[src/lbp_pkg.sv]
// Purpose: Shared constants and types for the local bus port
// Assumes: One clock, ref_clk at 25 MHz
// Notes: Bus flavour A is the single-strobe flavour, B the split one
package lbp_pkg;
  // ----------------------------------------------------------------
  // Bus flavours, alignment and wait counts
  // ----------------------------------------------------------------
  localparam logic FLAVOUR_A = 1'b0;
  localparam logic FLAVOUR_B = 1'b1;
  localparam int LINE_BYTES = 16;
  localparam int LINE_LSB = 4;
  localparam int UNALIGNED_WAITS = 1;
  localparam int REG_SYNC_MIN = 2;
  localparam int REG_SYNC_MAX = 3;
  // ----------------------------------------------------------------
  // Slave access kinds
  // ----------------------------------------------------------------
  localparam logic [1:0] KIND_SINGLE = 2'h0;
  localparam logic [1:0] KIND_BURST = 2'h1;
  localparam logic [1:0] KIND_REG = 2'h2;
  // ----------------------------------------------------------------
  // Port states
  // ----------------------------------------------------------------
  typedef enum logic [5:0] {
    ST_IDLE = 6'h01,
    ST_WAIT = 6'h02,
    ST_ACK = 6'h04,
    ST_OWN = 6'h08,
    ST_DMA = 6'h10,
    ST_DONE = 6'h20
  } lbp_state_e;
endpackage

[src/lbp_wait_if.sv]
// Purpose: Carries wait-count requests between the port and its counter
// Assumes: Same clock as the port
// Notes: Load is a one-cycle pulse
interface lbp_wait_if;
  logic load;
  logic [3:0] count;
  logic expired;
  modport ctrl (output load, output count, input expired);
  modport cnt (input load, input count, output expired);
endinterface
[src/lbp_local_port.sv]
// Purpose: Local processor bus port: arbitration, slave waits, local DMA
// Assumes: Inputs synchronous to ref_clk; core answers via coreReady
// Notes: Open-drain style outputs use enable low while driving
module lbp_local_port
  import lbp_pkg::*;
(
  // Clock and reset
  input wire logic ref_clk,
  input wire logic reset_n,
  // Configuration
  input wire logic busFlavour,
  // Arbitration
  input wire logic masterRequest,
  input wire logic bus_busy_grant_ack_n,
  output logic busOwned,
  output logic busBusyDrive_n,
  output logic busBusyOe_n,
  // Slave access
  input wire logic transfer_start_n,
  input wire logic bridge_window_select_n,
  input wire logic registerSelect_n,
  input wire logic burstCycle,
  input wire logic writeCycle,
  input wire logic [31:0] address,
  input wire logic [3:0] transfer_code,
  // Local DMA
  input wire logic dmaPending,
  input wire logic dma_acknowledge_n,
  input wire logic dmaDone_n,
  output logic dma_request_n,
  output logic local_dma_cycle,
  output logic dualAddress,
  output logic dmaFinished,
  // Termination pins
  input wire logic transfer_ack_in_n,
  input wire logic transfer_error_ack_in_n,
  input wire logic transfer_retry_in_n,
  output logic transfer_ack_n,
  output logic transferAckOe_n,
  output logic transfer_error_ack_n,
  output logic transferErrorOe_n,
  output logic transfer_retry_n,
  output logic transferRetryOe_n,
  // Core side
  input wire logic coreReady,
  input wire logic coreError,
  input wire logic coreRetry,
  output logic coreStart,
  output logic [1:0] coreKind
);
  lbp_wait_if wif ();
  lbp_wait_counter u_wait (
    .ref_clk(ref_clk),
    .reset_n(reset_n),
    .w(wif)
  );

  function automatic logic isUnaligned(input logic [31:0] a);
    isUnaligned = a[LINE_LSB-1:0] != '0;
  endfunction

  lbp_state_e state, next_state;
  logic regSync, next_regSync;
  logic next_busOwned, next_drv, next_oe;
  logic next_dmaReq, next_dmaCycle, next_dual, next_fin;
  logic next_ackOut, next_ackOe, next_errOut, next_errOe;
  logic next_rty, next_rtyOe;
  logic next_start;
  logic [1:0] next_kind;
  logic slaveHit;
  logic [3:0] waits;

  // ----------------------------------------------------------------
  // Wait-state choice
  // ----------------------------------------------------------------
  assign slaveHit = !transfer_start_n
    && (!bridge_window_select_n || !registerSelect_n);

  always_comb
  begin
    waits = 4'h0;
    if (!registerSelect_n)
    begin
      // Sync depth differs with phase, so latency is not fixed
      waits = regSync ? 4'(REG_SYNC_MAX) : 4'(REG_SYNC_MIN);
    end
    else if (burstCycle && isUnaligned(address))
    begin
      if (busFlavour == FLAVOUR_A && writeCycle)
      begin
        waits = 4'(UNALIGNED_WAITS);
      end
      else if (busFlavour == FLAVOUR_B && !writeCycle)
      begin
        waits = 4'(UNALIGNED_WAITS);
      end
      else if (busFlavour == FLAVOUR_B)
      begin
        waits = 4'(UNALIGNED_WAITS);
      end
    end
  end

  // ----------------------------------------------------------------
  // Main sequencer
  // ----------------------------------------------------------------
  always_comb
  begin
    next_state = state;
    next_regSync = ~regSync;
    next_busOwned = busOwned;
    next_drv = busBusyDrive_n;
    next_oe = busBusyOe_n;
    next_dmaReq = !dmaPending;
    next_dmaCycle = local_dma_cycle;
    next_dual = dualAddress;
    next_fin = 1'b0;
    next_ackOut = 1'b1;
    next_ackOe = 1'b1;
    next_errOut = 1'b1;
    next_errOe = 1'b1;
    next_rty = 1'b1;
    next_rtyOe = 1'b1;
    next_start = 1'b0;
    next_kind = coreKind;
    wif.load = 1'b0;
    wif.count = waits;
    unique case (state)
      ST_IDLE:
      begin
        if (!dma_acknowledge_n && !transfer_start_n)
        begin
          // No address decode here; select only picks the mode
          next_dmaCycle = 1'b1;
          next_dual = !bridge_window_select_n;
          next_start = 1'b1;
          next_state = ST_DMA;
        end
        else if (slaveHit)
        begin
          next_kind = !registerSelect_n ? KIND_REG
            : (burstCycle ? KIND_BURST : KIND_SINGLE);
          wif.load = 1'b1;
          next_state = ST_WAIT;
        end
        else if (masterRequest)
        begin
          if (bus_busy_grant_ack_n)
          begin
            next_busOwned = 1'b1;
            next_drv = 1'b0;
            next_oe = 1'b0;
            next_state = ST_OWN;
          end
        end
      end
      ST_WAIT:
      begin
        if (wif.expired)
        begin
          next_start = 1'b1;
          next_state = ST_ACK;
        end
      end
      ST_ACK:
      begin
        if (coreReady || coreError || coreRetry)
        begin
          next_ackOut = !coreReady || coreError || coreRetry;
          next_ackOe = next_ackOut;
          next_errOut = !coreError;
          next_errOe = !coreError;
          next_rty = !(coreRetry && !coreError);
          next_rtyOe = next_rty;
          next_state = ST_DONE;
        end
      end
      ST_OWN:
      begin
        if (!masterRequest)
        begin
          next_busOwned = 1'b0;
          next_drv = 1'b1;
          next_oe = 1'b1;
          next_state = ST_IDLE;
        end
      end
      ST_DMA:
      begin
        // DMA-done is never looked at on flavour A
        if (busFlavour == FLAVOUR_B && !dmaDone_n)
        begin
          next_fin = 1'b1;
        end
        if (dualAddress)
        begin
          if (coreReady)
          begin
            // Only normal acknowledge in dual-address mode
            next_ackOut = 1'b0;
            next_ackOe = 1'b0;
            next_state = ST_DONE;
          end
        end
        else if (!transfer_ack_in_n || !transfer_error_ack_in_n
          || !transfer_retry_in_n)
        begin
          next_state = ST_DONE;
        end
      end
      ST_DONE:
      begin
        if (transfer_start_n)
        begin
          next_dmaCycle = 1'b0;
          next_dual = 1'b0;
          next_state = ST_IDLE;
        end
      end
      default:
      begin
        next_state = ST_IDLE;
      end
    endcase
  end
  // flavour A path above never reads dmaDone_n

  always_ff @(posedge ref_clk)
  begin
    if (!reset_n)
    begin
      state <= ST_IDLE;
      regSync <= 1'b0;
      busOwned <= 1'b0;
      busBusyDrive_n <= 1'b1;
      busBusyOe_n <= 1'b1;
      dma_request_n <= 1'b1;
      local_dma_cycle <= 1'b0;
      dualAddress <= 1'b0;
      dmaFinished <= 1'b0;
      transfer_ack_n <= 1'b1;
      transferAckOe_n <= 1'b1;
      transfer_error_ack_n <= 1'b1;
      transferErrorOe_n <= 1'b1;
      transfer_retry_n <= 1'b1;
      transferRetryOe_n <= 1'b1;
      coreStart <= 1'b0;
      coreKind <= KIND_SINGLE;
    end
    else
    begin
      state <= next_state;
      regSync <= next_regSync;
      busOwned <= next_busOwned;
      busBusyDrive_n <= next_drv;
      busBusyOe_n <= next_oe;
      dma_request_n <= next_dmaReq;
      local_dma_cycle <= next_dmaCycle;
      dualAddress <= next_dual;
      dmaFinished <= next_fin;
      transfer_ack_n <= next_ackOut;
      transferAckOe_n <= next_ackOe;
      transfer_error_ack_n <= next_errOut;
      transferErrorOe_n <= next_errOe;
      transfer_retry_n <= next_rty;
      transferRetryOe_n <= next_rtyOe;
      coreStart <= next_start;
      coreKind <= next_kind;
    end
  end
endmodule // lbp_local_port

[src/lbp_wait_counter.sv]
// Purpose: Wait-state down counter
// Assumes: Synchronous active-low reset
// Notes: Expired is high while the count is zero and load is low
module lbp_wait_counter
  import lbp_pkg::*;
(
  // Clock and reset
  input wire logic ref_clk,
  input wire logic reset_n,
  // Control
  lbp_wait_if.cnt w
);
  logic [3:0] count;
  logic [3:0] next_count;

  always_comb
  begin
    next_count = count;
    if (w.load)
    begin
      next_count = w.count;
    end
    else if (count != 4'h0)
    begin
      next_count = count - 4'h1;
    end
  end

  always_ff @(posedge ref_clk)
  begin
    if (!reset_n)
    begin
      count <= 4'h0;
    end
    else
    begin
      count <= next_count;
    end
  end

  assign w.expired = (count == 4'h0) && !w.load;
endmodule // lbp_wait_counter

[config.mk]
export PLATFORM = sky130hd
export DESIGN_NAME = lbp_local_port
export DESIGN_NICKNAME = d
export VERILOG_FILES = /design/src/lbp_pkg.sv /design/src/lbp_wait_if.sv /design/src/lbp_local_port.sv /design/src/lbp_wait_counter.sv
export SDC_FILE = /design/constraint.sdc
export NUM_CORES = 1
export LEC_CHECK = 0
export ABC_AREA = 1
export BUFFER_PORTS_ARGS = -buffer_cell sky130_fd_sc_hd__clkbuf_2
export CAP_MARGIN = 20
export CORE_ASPECT_RATIO = 1.25
export CORE_MARGIN = 5
export CORE_UTILIZATION = 38
export DETAILED_ROUTE_END_ITERATION = 7
export GPL_ROUTABILITY_DRIVEN = 0
export PLACE_DENSITY = 0.74
export RECOVER_POWER = 50
export SETUP_SLACK_MARGIN = 0.4
export SKIP_LAST_GASP = 1
export SYNTH_ARGS = -nofsm -noshare
export SYNTH_HDL_FRONTEND = slang
export SYNTH_SLANG_ARGS = --single-unit
[constraint.sdc]
create_clock -name ref_clk -period 1.2 [get_ports ref_clk]
set_input_delay 0.18 -clock ref_clk [delete_from_list [all_inputs] [get_ports ref_clk]]
set_output_delay 0.18 -clock ref_clk [all_outputs]
set_load 0.02 [all_outputs]
# Word level (Yosys, flattened, before mapping)
# Index checks and enable logic that the tools add are counted.
[word_totals]
regBits = 23
input_bits = 55
output_inout_bits = 16
word_cells = 128
[classes]
addsub = 1
n_eq_ne = 19
muxes = 50
n_bitwise = 3
reduce_logical = 41
[ops]
columns = ["op", "n"]
rows = [
  ["$mux 6", 11],
  ["$pmux 6 s6", 1],
  ["$mux 1", 27],
  ["$mux 4", 4],
  ["$ne 2x2->1 const B", 8],
  ["$logic_not 1->1", 14],
  ["$pmux 1 s2", 6],
  ["$reduce_and 3->1", 3],
  ["$logic_and 1x1->1", 8],
  ["$ne 4x4->1 const B", 2],
  ["$reduce_and 8->1", 1],
  ["$reduce_bool 4->1", 2],
  ["$logic_or 1x1->1", 7],
  ["$eq 6x1->1 const B", 1],
  ["$eq 6x2->1 const B", 1],
  ["$eq 6x3->1 const B", 1],
  ["$eq 6x4->1 const B", 1],
  ["$eq 6x5->1 const B", 1],
  ["$eq 6x6->1 const B", 1],
  ["$ne 3x3->1 const B", 2],
  ["$reduce_and 6->1", 1],
  ["$reduce_bool 2->1", 3],
  ["$logic_not 4->1", 1],
  ["$sub 4x1->4 const B", 1],
  ["4 further kinds", 6],
]

# Logic depth before layout (Yosys ltp)
# Gate-level depths: netlist (run 1).
[logic_depth]
word_depth = 10
mapped_depth = 9
ltp_nobuf = 9

# Modules after synthesis
# From an unflattened synthesis (run 1), not the netlist that was laid out.
[hier_totals]
hier_cells = 177
area_unflattened_um2 = 1199.9
[modules_own_cells]
columns = ["module", "instances", "cells_each", "area_per_inst_um2", "seq_area_each_um2"]
rows = [
  ["lbp_local_port", 1, 136, 944.7, 380.4],
  ["lbp_wait_counter", 1, 41, 255.2, 80.1],
]

# Worst setup path before layout (run 1)
# Ideal clock, no wire load.
[synth_timing]
kind = "reg2reg"
startpoint = "register state[4]"
endpoint = "register dualAddress"
setup_ns = 0.066
t_arrival_ns = 1.190
required_ns = 1.134
path_slack_ns = -0.056
path_stages_with_launch = 9
path_buffers = 0
synth_period_minus_slack_ns = 1.256
cell_sequence = "dfxtp_1 nor2_4 nand2_4 nor2_8 inv_4 nor2_4 inv_2 or2_0 a21oi_2"
[synth_via]
elab_chain_cells = 3
word_cells_on_any_way = 7
classes_between = "4 x eq/ne; 1 x mux; 2 x reduce/logical"
[synth_lines]
columns = ["item", "line_no", "rtl"]
rows = [
  ["from (decl)", "lbp_local_port.sv:62", "lbp_state_e state, next_state;"],
  ["from (signal assigned)", "lbp_local_port.sv:252", "state <= next_state;"],
  ["$eq 6x1->1 or $eq 6x6->1 (tied branches)", "lbp_local_port.sv:128", "unique case (state)"],
  ["$ne 2x2->1 (no line) or $reduce_bool 2->1 (tied branches)", "n/a", ""],
  ["$reduce_and 3->1 (no line)", "n/a", ""],
  ["to (signal assigned)", "lbp_local_port.sv:259", "dualAddress <= next_dual;"],
  ["to (decl)", "lbp_local_port.sv:32", "output logic dualAddress,"],
]
# Parallel ways exist; a longest one is shown, timed or not.
# A chain may end at the register's enable or synchronous reset.

# Final worst setup path (run 1)
[layout_timing]
startpoint = "register state[4]"
endpoint = "register busOwned"
[layout_via]
elab_chain_cells = 3
word_cells_on_any_way = 10
classes_between = "7 x eq/ne; 1 x mux; 2 x reduce/logical"
[layout_lines]
columns = ["item", "line_no", "rtl"]
rows = [
  ["$eq 6x1->1 or $eq 6x4->1 (tied branches)", "lbp_local_port.sv:128", ""],
  ["$ne 2x2->1 (no line) or $reduce_bool 2->1 (tied branches)", "n/a", ""],
  ["$reduce_and 6->1 (no line)", "n/a", ""],
  ["to (signal assigned)", "lbp_local_port.sv:254", "busOwned <= next_busOwned;"],
  ["to (decl)", "lbp_local_port.sv:15", "output logic busOwned,"],
]
# Parallel ways exist; a longest one is shown, timed or not.

==> flow_summary.json, run 1 <==
{
  "tns_ns": -1.50,
  "grt_pass1_vias": 1185,
  "slew_viol_final": 0,
  "peakVddDrop_mv": 1.40,
  "cp-end-kind": "flip-flop",
  "grt_overflow_total": 0,
  "fp-row-count": 22,
  "cts.clk_slew.worst_paths_ns": 0.12,
  "maxCapViolations": 0,
  "synth.top_cell.area_share": 0.389,
  "cts_tree": "built",
  "grt_pass1_wl_um": 4740,
  "setup_slack_ns": -0.165,
  "first_iter_violations": 25,
  "synth-xor-area-share": 0.0148,
  "synthToLayoutAreaGrowth_pct": 59.0,
  "syn-num-nets": 217,
  "placement.setup.worst_slack_ns": -0.119,
  "antenna_found_initial": 0,
  "path_class": "reg -> reg",
  "finalCritPeriodShare": 1.14,
  "start_util": 0.398,
  "violations": "negative setup slack",
  "vias_per_cell": 4.77,
  "n_antenna_cell": 0,
  "insertion_delay_ns": 0.31,
  "max_freq_ghz": 0.733,
  "rsz0062_at_grt": "yes",
  "routed_wl_um": 2950,
  "yosysUniqueCellTypes": 28,
  "synthAdderAreaFrac": 0.0106,
  "grt_max_degree": 13,
  "synth_common_cells": "nand2_1, dfxtp_1, inv_1",
  "placed_area_mm2": 0.00158,
  "finalHoldViolCount": 0,
  "cts_made_buffers": 3,
  "finalSetupViolations": 16,
  "p_leak_nw": 0.890,
  "worst-path-max-fanout": 5,
  "clock_path_buffers": 2,
  "dr.pass1.iters": 4,
  "yosysWarnings": 0,
  "die_h_um": 72.4,
  "ant_nets": 0,
  "drc": 0,
  "final_nets": 284,
  "port_buffers": 38,
  "vias": 1254,
  "cp-start-kind": "flip-flop",
  "die_area_mm2": 0.00434,
  "required_ns": 1.40,
  "status": "complete, but fails checks",
  "ys_seq_area_frac": 0.389,
  "muxShareOfSynthArea": 0,
  "yosysTopAreaCell": "dfxtp_1",
  "synth.top_cells.by_area": "dfxtp_1, nand2_1, inv_1, nand3_1, a21oi_1",
  "cts_max_level": 1,
  "cts_num_sinks": 23,
  "yosysMostFrequentCell": "nand2_1",
  "synth_top_family_by_area": "simple AND/OR/NAND/NOR gates",
  "hold_path_class": "in -> reg",
  "postLayoutCellArea_mm2": 0.00188,
  "avgSynthCellArea_um2": 7.35,
  "top_level_ports": 71,
  "synth_edf_count": 0,
  "slew_headroom": 0.768,
  "syn_inst": 161,
  "grt.total_usage": 0.141,
  "core_area_mm2": 0.00297,
  "synth-simple-area-share": 0.385,
  "final_util": 0.633,
  "routedWlPerCell_um": 11.2,
  "drive_above_1_share": 0.515,
  "fill_cells": 251,
  "tightest_slew_ns": 0.345,
  "fin_skew_ns": 0.00276,
  "synthFlopType": "dfxtp_1",
  "dp_hpwl_um": 2190,
  "cp.arrival_ns": 1.56,
  "cts-root-buf": "clkbuf_4",
  "synth_area_mm2": 0.00118,
  "die-width_um": 59.9,
  "synth-compound-area-share": 0.100,
  "min_period_ns": 1.36,
  "ys_seq_elements": 23,
  "power_per_cell_area_mw_per_mm2": 1840,
  "async_flop_share": 0
}
## area by class of cell
type / instances / area (um^2) / area share
Sequential cell: 23 / 485 / 0.258
Clock buffer: 4 / 26.3 / 0.0140
Inverter: 22 / 85.1 / 0.0452
Tap cell: 36 / 45.0 / 0.0239
Multi-Input combinational cell: 111 / 673 / 0.358
Timing Repair Buffer: 67 / 567 / 0.301
## path summary, 6_finish.rpt
| check | from | to | slack [ns] | depth (start not counted) |
|---|---|---|---|---|
| min | coreError | transferErrorOe_n$_SDFF_PN1_ | 0.07 | 2 |
| max reg2reg | state[4]$_SDFFE_PN0P_ | busOwned$_SDFFE_PN0P_ | -0.16 | 8 |
| min reg2reg | regSync$_SDFF_PN0_ | regSync$_SDFF_PN0_ | 0.43 | 1 |
| max | state[4]$_SDFFE_PN0P_ | busOwned$_SDFFE_PN0P_ | -0.16 | 8 |
## routing by layer
layer	vias to the layer above	global-route usage	wire, um
li1	652	-	-
met1	571	0.168	1280
met2	27	0.243	1510
met3	4	0.0107	108
met4	0	0.0813	51
met5	-	0	0
## state kept, by name, indices dropped and copies added, names as in the netlist
| register | flops |
|---|---|
| busOwned | 1 |
| busBusyOe_n | 1 |
| coreStart | 1 |
| transferAckOe_n | 1 |
| transferRetryOe_n | 1 |
| transferErrorOe_n | 1 |
| state | 6 |
| regSync | 1 |
| dmaFinished | 1 |
| dma_request_n | 1 |
| u_wait.count | 4 |
| coreKind | 2 |
| dualAddress | 1 |
| local_dma_cycle | 1 |
## where the power goes
group,internal [W],switching [W],total (W)
sequential,0.000949,0.000151,0.00110
combinational,0.000984,0.00102,0.00201
clock,0.000130,0.000233,0.000363
## stage by stage
step / hold WS (ns) / power (W) / instances
final: 0.0709 / 0.00347 / 263
after CTS: 0.0537 / 0.00335 / 260
after global routing: 0.0622 / 0.00373 / 263
after floorplan: 0.250 / 0.00221 / 161
after global placement: 0.337 / 0.00274 / 252
after detailed placement: 0.341 / 0.00278 / 252
## kinds of logic (layout without fill, tap and decap cells)
| logic type | Yosys count | after routing |
|---|---|---|
| buf+inv | 27 | 93 |
| flops | 23 | 23 |
| fa+ha+maj | 1 | 1 |
| compound gates | 21 | 21 |
| simple gates | 87 | 87 |
| xor+xnor | 2 | 2 |
## worst max-delay path, cell delays in order (launching register included)
cell and delay [ns]:
dfxtp_2 0.37, nor2_4 0.16, nand2_4 0.09, nor2_8 0.15, nand2_1 0.13, o21ai_1 0.15
nand2_1 0.08, nand2_1 0.06, a21oi_1 0.05
## cell usage in the layout, fill, tap and decap left out, types with 2 or more instances in the layout
master / Yosys / routed
dfxtp_2: 0 / 14
nand4_1: 4 / 4
buf_4: 4 / 26
a21oi_2: 1 / 3
dfxtp_1: 23 / 7
nand3_1: 15 / 10
nand2_1: 35 / 32
nor2_4: 4 / 6
o21ai_0: 7 / 5
nand2_2: 2 / 3
clkbuf_2: 0 / 23
a21oi_1: 9 / 7
nor2_1: 11 / 10
nor3_1: 7 / 7
buf_8: 0 / 15
nand2_4: 3 / 5
nand3_2: 0 / 5
o21a_1: 2 / 2
clkbuf_4: 0 / 3
inv_2: 1 / 4
inv_1: 20 / 17
dfxtp_4: 0 / 2
dlygate4sd3_1: 0 / 2
## repair_timing
item,4_1_cts,5_1_grt
buffers inserted,2,3
hold endpoints to repair,2,0
gates resized for setup,51,24
setup endpoints to repair,37,37
gates cloned,0,0
hold buffers,2,0
pin swaps,3,2
Power figures use the tool's default switching activity.
==> inputs of run 2 (changes only) <==
--- a/config.mk
+++ b/config.mk
@@ -6,7 +6,7 @@
 export NUM_CORES = 1
 export LEC_CHECK = 0
 export ABC_AREA = 1
-export BUFFER_PORTS_ARGS = -buffer_cell sky130_fd_sc_hd__clkbuf_2
+export BUFFER_PORTS_ARGS = -buffer_cell sky130_fd_sc_hd__buf_2
 export CAP_MARGIN = 20
 export CORE_ASPECT_RATIO = 1.25
 export CORE_MARGIN = 5
@@ -14,7 +14,7 @@
 export DETAILED_ROUTE_END_ITERATION = 7
 export GPL_ROUTABILITY_DRIVEN = 0
 export PLACE_DENSITY = 0.74
-export RECOVER_POWER = 50
+export RECOVER_POWER = 25
 export SETUP_SLACK_MARGIN = 0.4
 export SKIP_LAST_GASP = 1
 export SYNTH_ARGS = -nofsm -noshare
==> run 2 against run 1 <==
Compared with the run above: the flow still finishes with violations (negative setup slack); register-to-register slack better by 0.02 ns; global-route usage decreased by 0.78 points; count of clock-buffer cells in the layout is the same; flip-flop and latch count unchanged; clock skew up 0.0063 ns; worst setup slack gained 0.021 ns; non-clock buffer count down 1; power is 4.5% lower; maximum frequency increased by 1.6%; clock power fell by 3%.
==> flow_summary.json, run 2 (synthesized netlist as in run 1, its figures left out) <==
{
  "reg.largest.list": "state (6), u_wait.count (4), coreKind (2)",
  "grt_pass1_wl_um": 4580,
  "ant_nets": 0,
  "maxCapViolations": 0,
  "cts_tree": "built",
  "first_iter_violations": 27,
  "layout_commonest_cell": "nand2_1",
  "final_cell_mix": "nand2_1, buf_4, buf_2",
  "die-width_um": 59.9,
  "multi_input_area_um2": 647,
  "fill_cells": 258,
  "grt_overflow_total": 0,
  "post-place-cells": 252,
  "slowest_stage": "dfxtp_2",
  "max_freq_ghz": 0.744,
  "regMostFlops": "state",
  "synthToLayoutAreaGrowth_pct": 51.3,
  "whs_ns": 0.00935,
  "cts_max_level": 1,
  "grt_pass1_vias": 1161,
  "drive_above_1_share": 0.487,
  "slew_viol_final": 0,
  "cts-root-buf": "clkbuf_4",
  "top_level_ports": 71,
  "grt.total_usage": 0.134,
  "timing.critical_path.slowest_cell_delay_ns": 0.37,
  "clock_path_buffers": 2,
  "cts_num_sinks": 23,
  "power_per_cell_area_mw_per_mm2": 1850,
  "hold_path_startpoint": "dmaDone_n",
  "power.total_w": 0.00331,
  "finalHoldViolCount": 0,
  "fin_skew_ns": 0.00902,
  "vias_per_cell": 4.67,
  "stdcell_count": 262,
  "cp-end-kind": "flip-flop",
  "insertion_delay_ns": 0.30,
  "tns_ns": -1.27,
  "worst-path-max-fanout": 5,
  "drc": 0,
  "required_ns": 1.39,
  "die_area_mm2": 0.00434,
  "seq_area_um2": 484,
  "slew_headroom": 0.777,
  "tightest_slew_ns": 0.334,
  "peakVddDrop_mv": 1.25,
  "status": "complete, but fails checks",
  "die_h_um": 72.4,
  "port_buffers": 38,
  "n_antenna_cell": 0,
  "min_period_ns": 1.34,
  "grt_max_degree": 13,
  "finalSetupViolations": 17,
  "violations": "negative setup slack",
  "dr.pass1.iters": 4,
  "finalCritPeriodShare": 1.12,
  "antenna_found_initial": 0,
  "fp-row-count": 22,
  "hold_path_class": "in -> reg",
  "p_leak_nw": 0.857,
  "cts.clk_slew.worst_paths_ns": 0.13,
  "rsz0062_at_grt": "yes",
  "path_class": "reg -> reg",
  "final_util": 0.602,
  "vias": 1224,
  "setup_slack_ns": -0.143,
  "largest_reg_flops": 6,
  "cp-start-kind": "flip-flop",
  "r2r-start": "state[3]$_SDFFE_PN0P_",
  "crit_start": "state[3]$_SDFFE_PN0P_",
  "start_util": 0.398,
  "cp.arrival_ns": 1.54,
  "critical_path.cell_chain": "nor2_4, nand2_4, nor2_8, nand2_1, o21ai_1, nand2_1, nand2_1, nand3_1",
  "cts_made_buffers": 3,
  "dp_hpwl_um": 2260,
  "routed_wl_um": 2860,
  "core_area_mm2": 0.00297,
  "cp_common_cell": "nand2_1",
  "routedWlPerCell_um": 10.9,
  "final_nets": 283
}
## run 2: layout make-up
type,instances,share of cell area
multi-input cells,111,0.361
clock buffers,4,0.0147
flip-flops and latches,23,0.270
inverters,22,0.0475
repair buffers,66,0.281
well taps,36,0.0252
## run 2: final timing paths
kind	to	slack [ns]	cells after the start
worst max-delay path	busBusyOe_n$_SDFFE_PN1P_	-0.14	8
worst min-delay path	dmaFinished$_SDFF_PN0_	0.009	2
worst max register to register	busBusyOe_n$_SDFFE_PN1P_	-0.14	8
worst min register to register	regSync$_SDFF_PN0_	0.43	1
## run 2: power breakdown
| part | total [W] | internal [W] | switching, W |
|---|---|---|---|
| Sequential | 0.00108 | 0.000946 | 0.000131 |
| Combinational | 0.00188 | 0.000897 | 0.000986 |
| Clock | 0.000353 | 0.000129 | 0.000224 |
| Total | 0.00331 | 0.00197 | 0.00134 |
## run 2: repair_timing
action	4_1_cts	5_1_grt
hold buffers	0	1
pin swaps	3	1
gates cloned	0	0
endpoints found under the hold margin	0	1
endpoints found under the setup margin	37	37
setup buffers	0	5
gates resized for setup	48	4
## run 2: worst max-delay path: cells and delay by family, from the launching register on
kind / cells / cell delay (ns)
AOI/OAI and AO/OA: 1 / 0.15
DFF: 1 / 0.37
and+or+nand+nor: 7 / 0.72
## run 2: layer usage
metal	global-route usage	up-vias	routed length [um]
met5	0	-	0
met2	0.244	29	1470
met4	0.0517	0	60
met3	0.0125	6	106
met1	0.155	541	1220
li1	-	648	-
## run 2: through the flow
step | cell area (um^2) | setup WS (ns)
after global routing | 1790 | -0.239
after CTS | 1730 | -0.147
final | 1790 | -0.143
after floorplan | 1210 | -0.0388
after detailed placement | 1580 | -0.127
after global placement | 1580 | -0.110
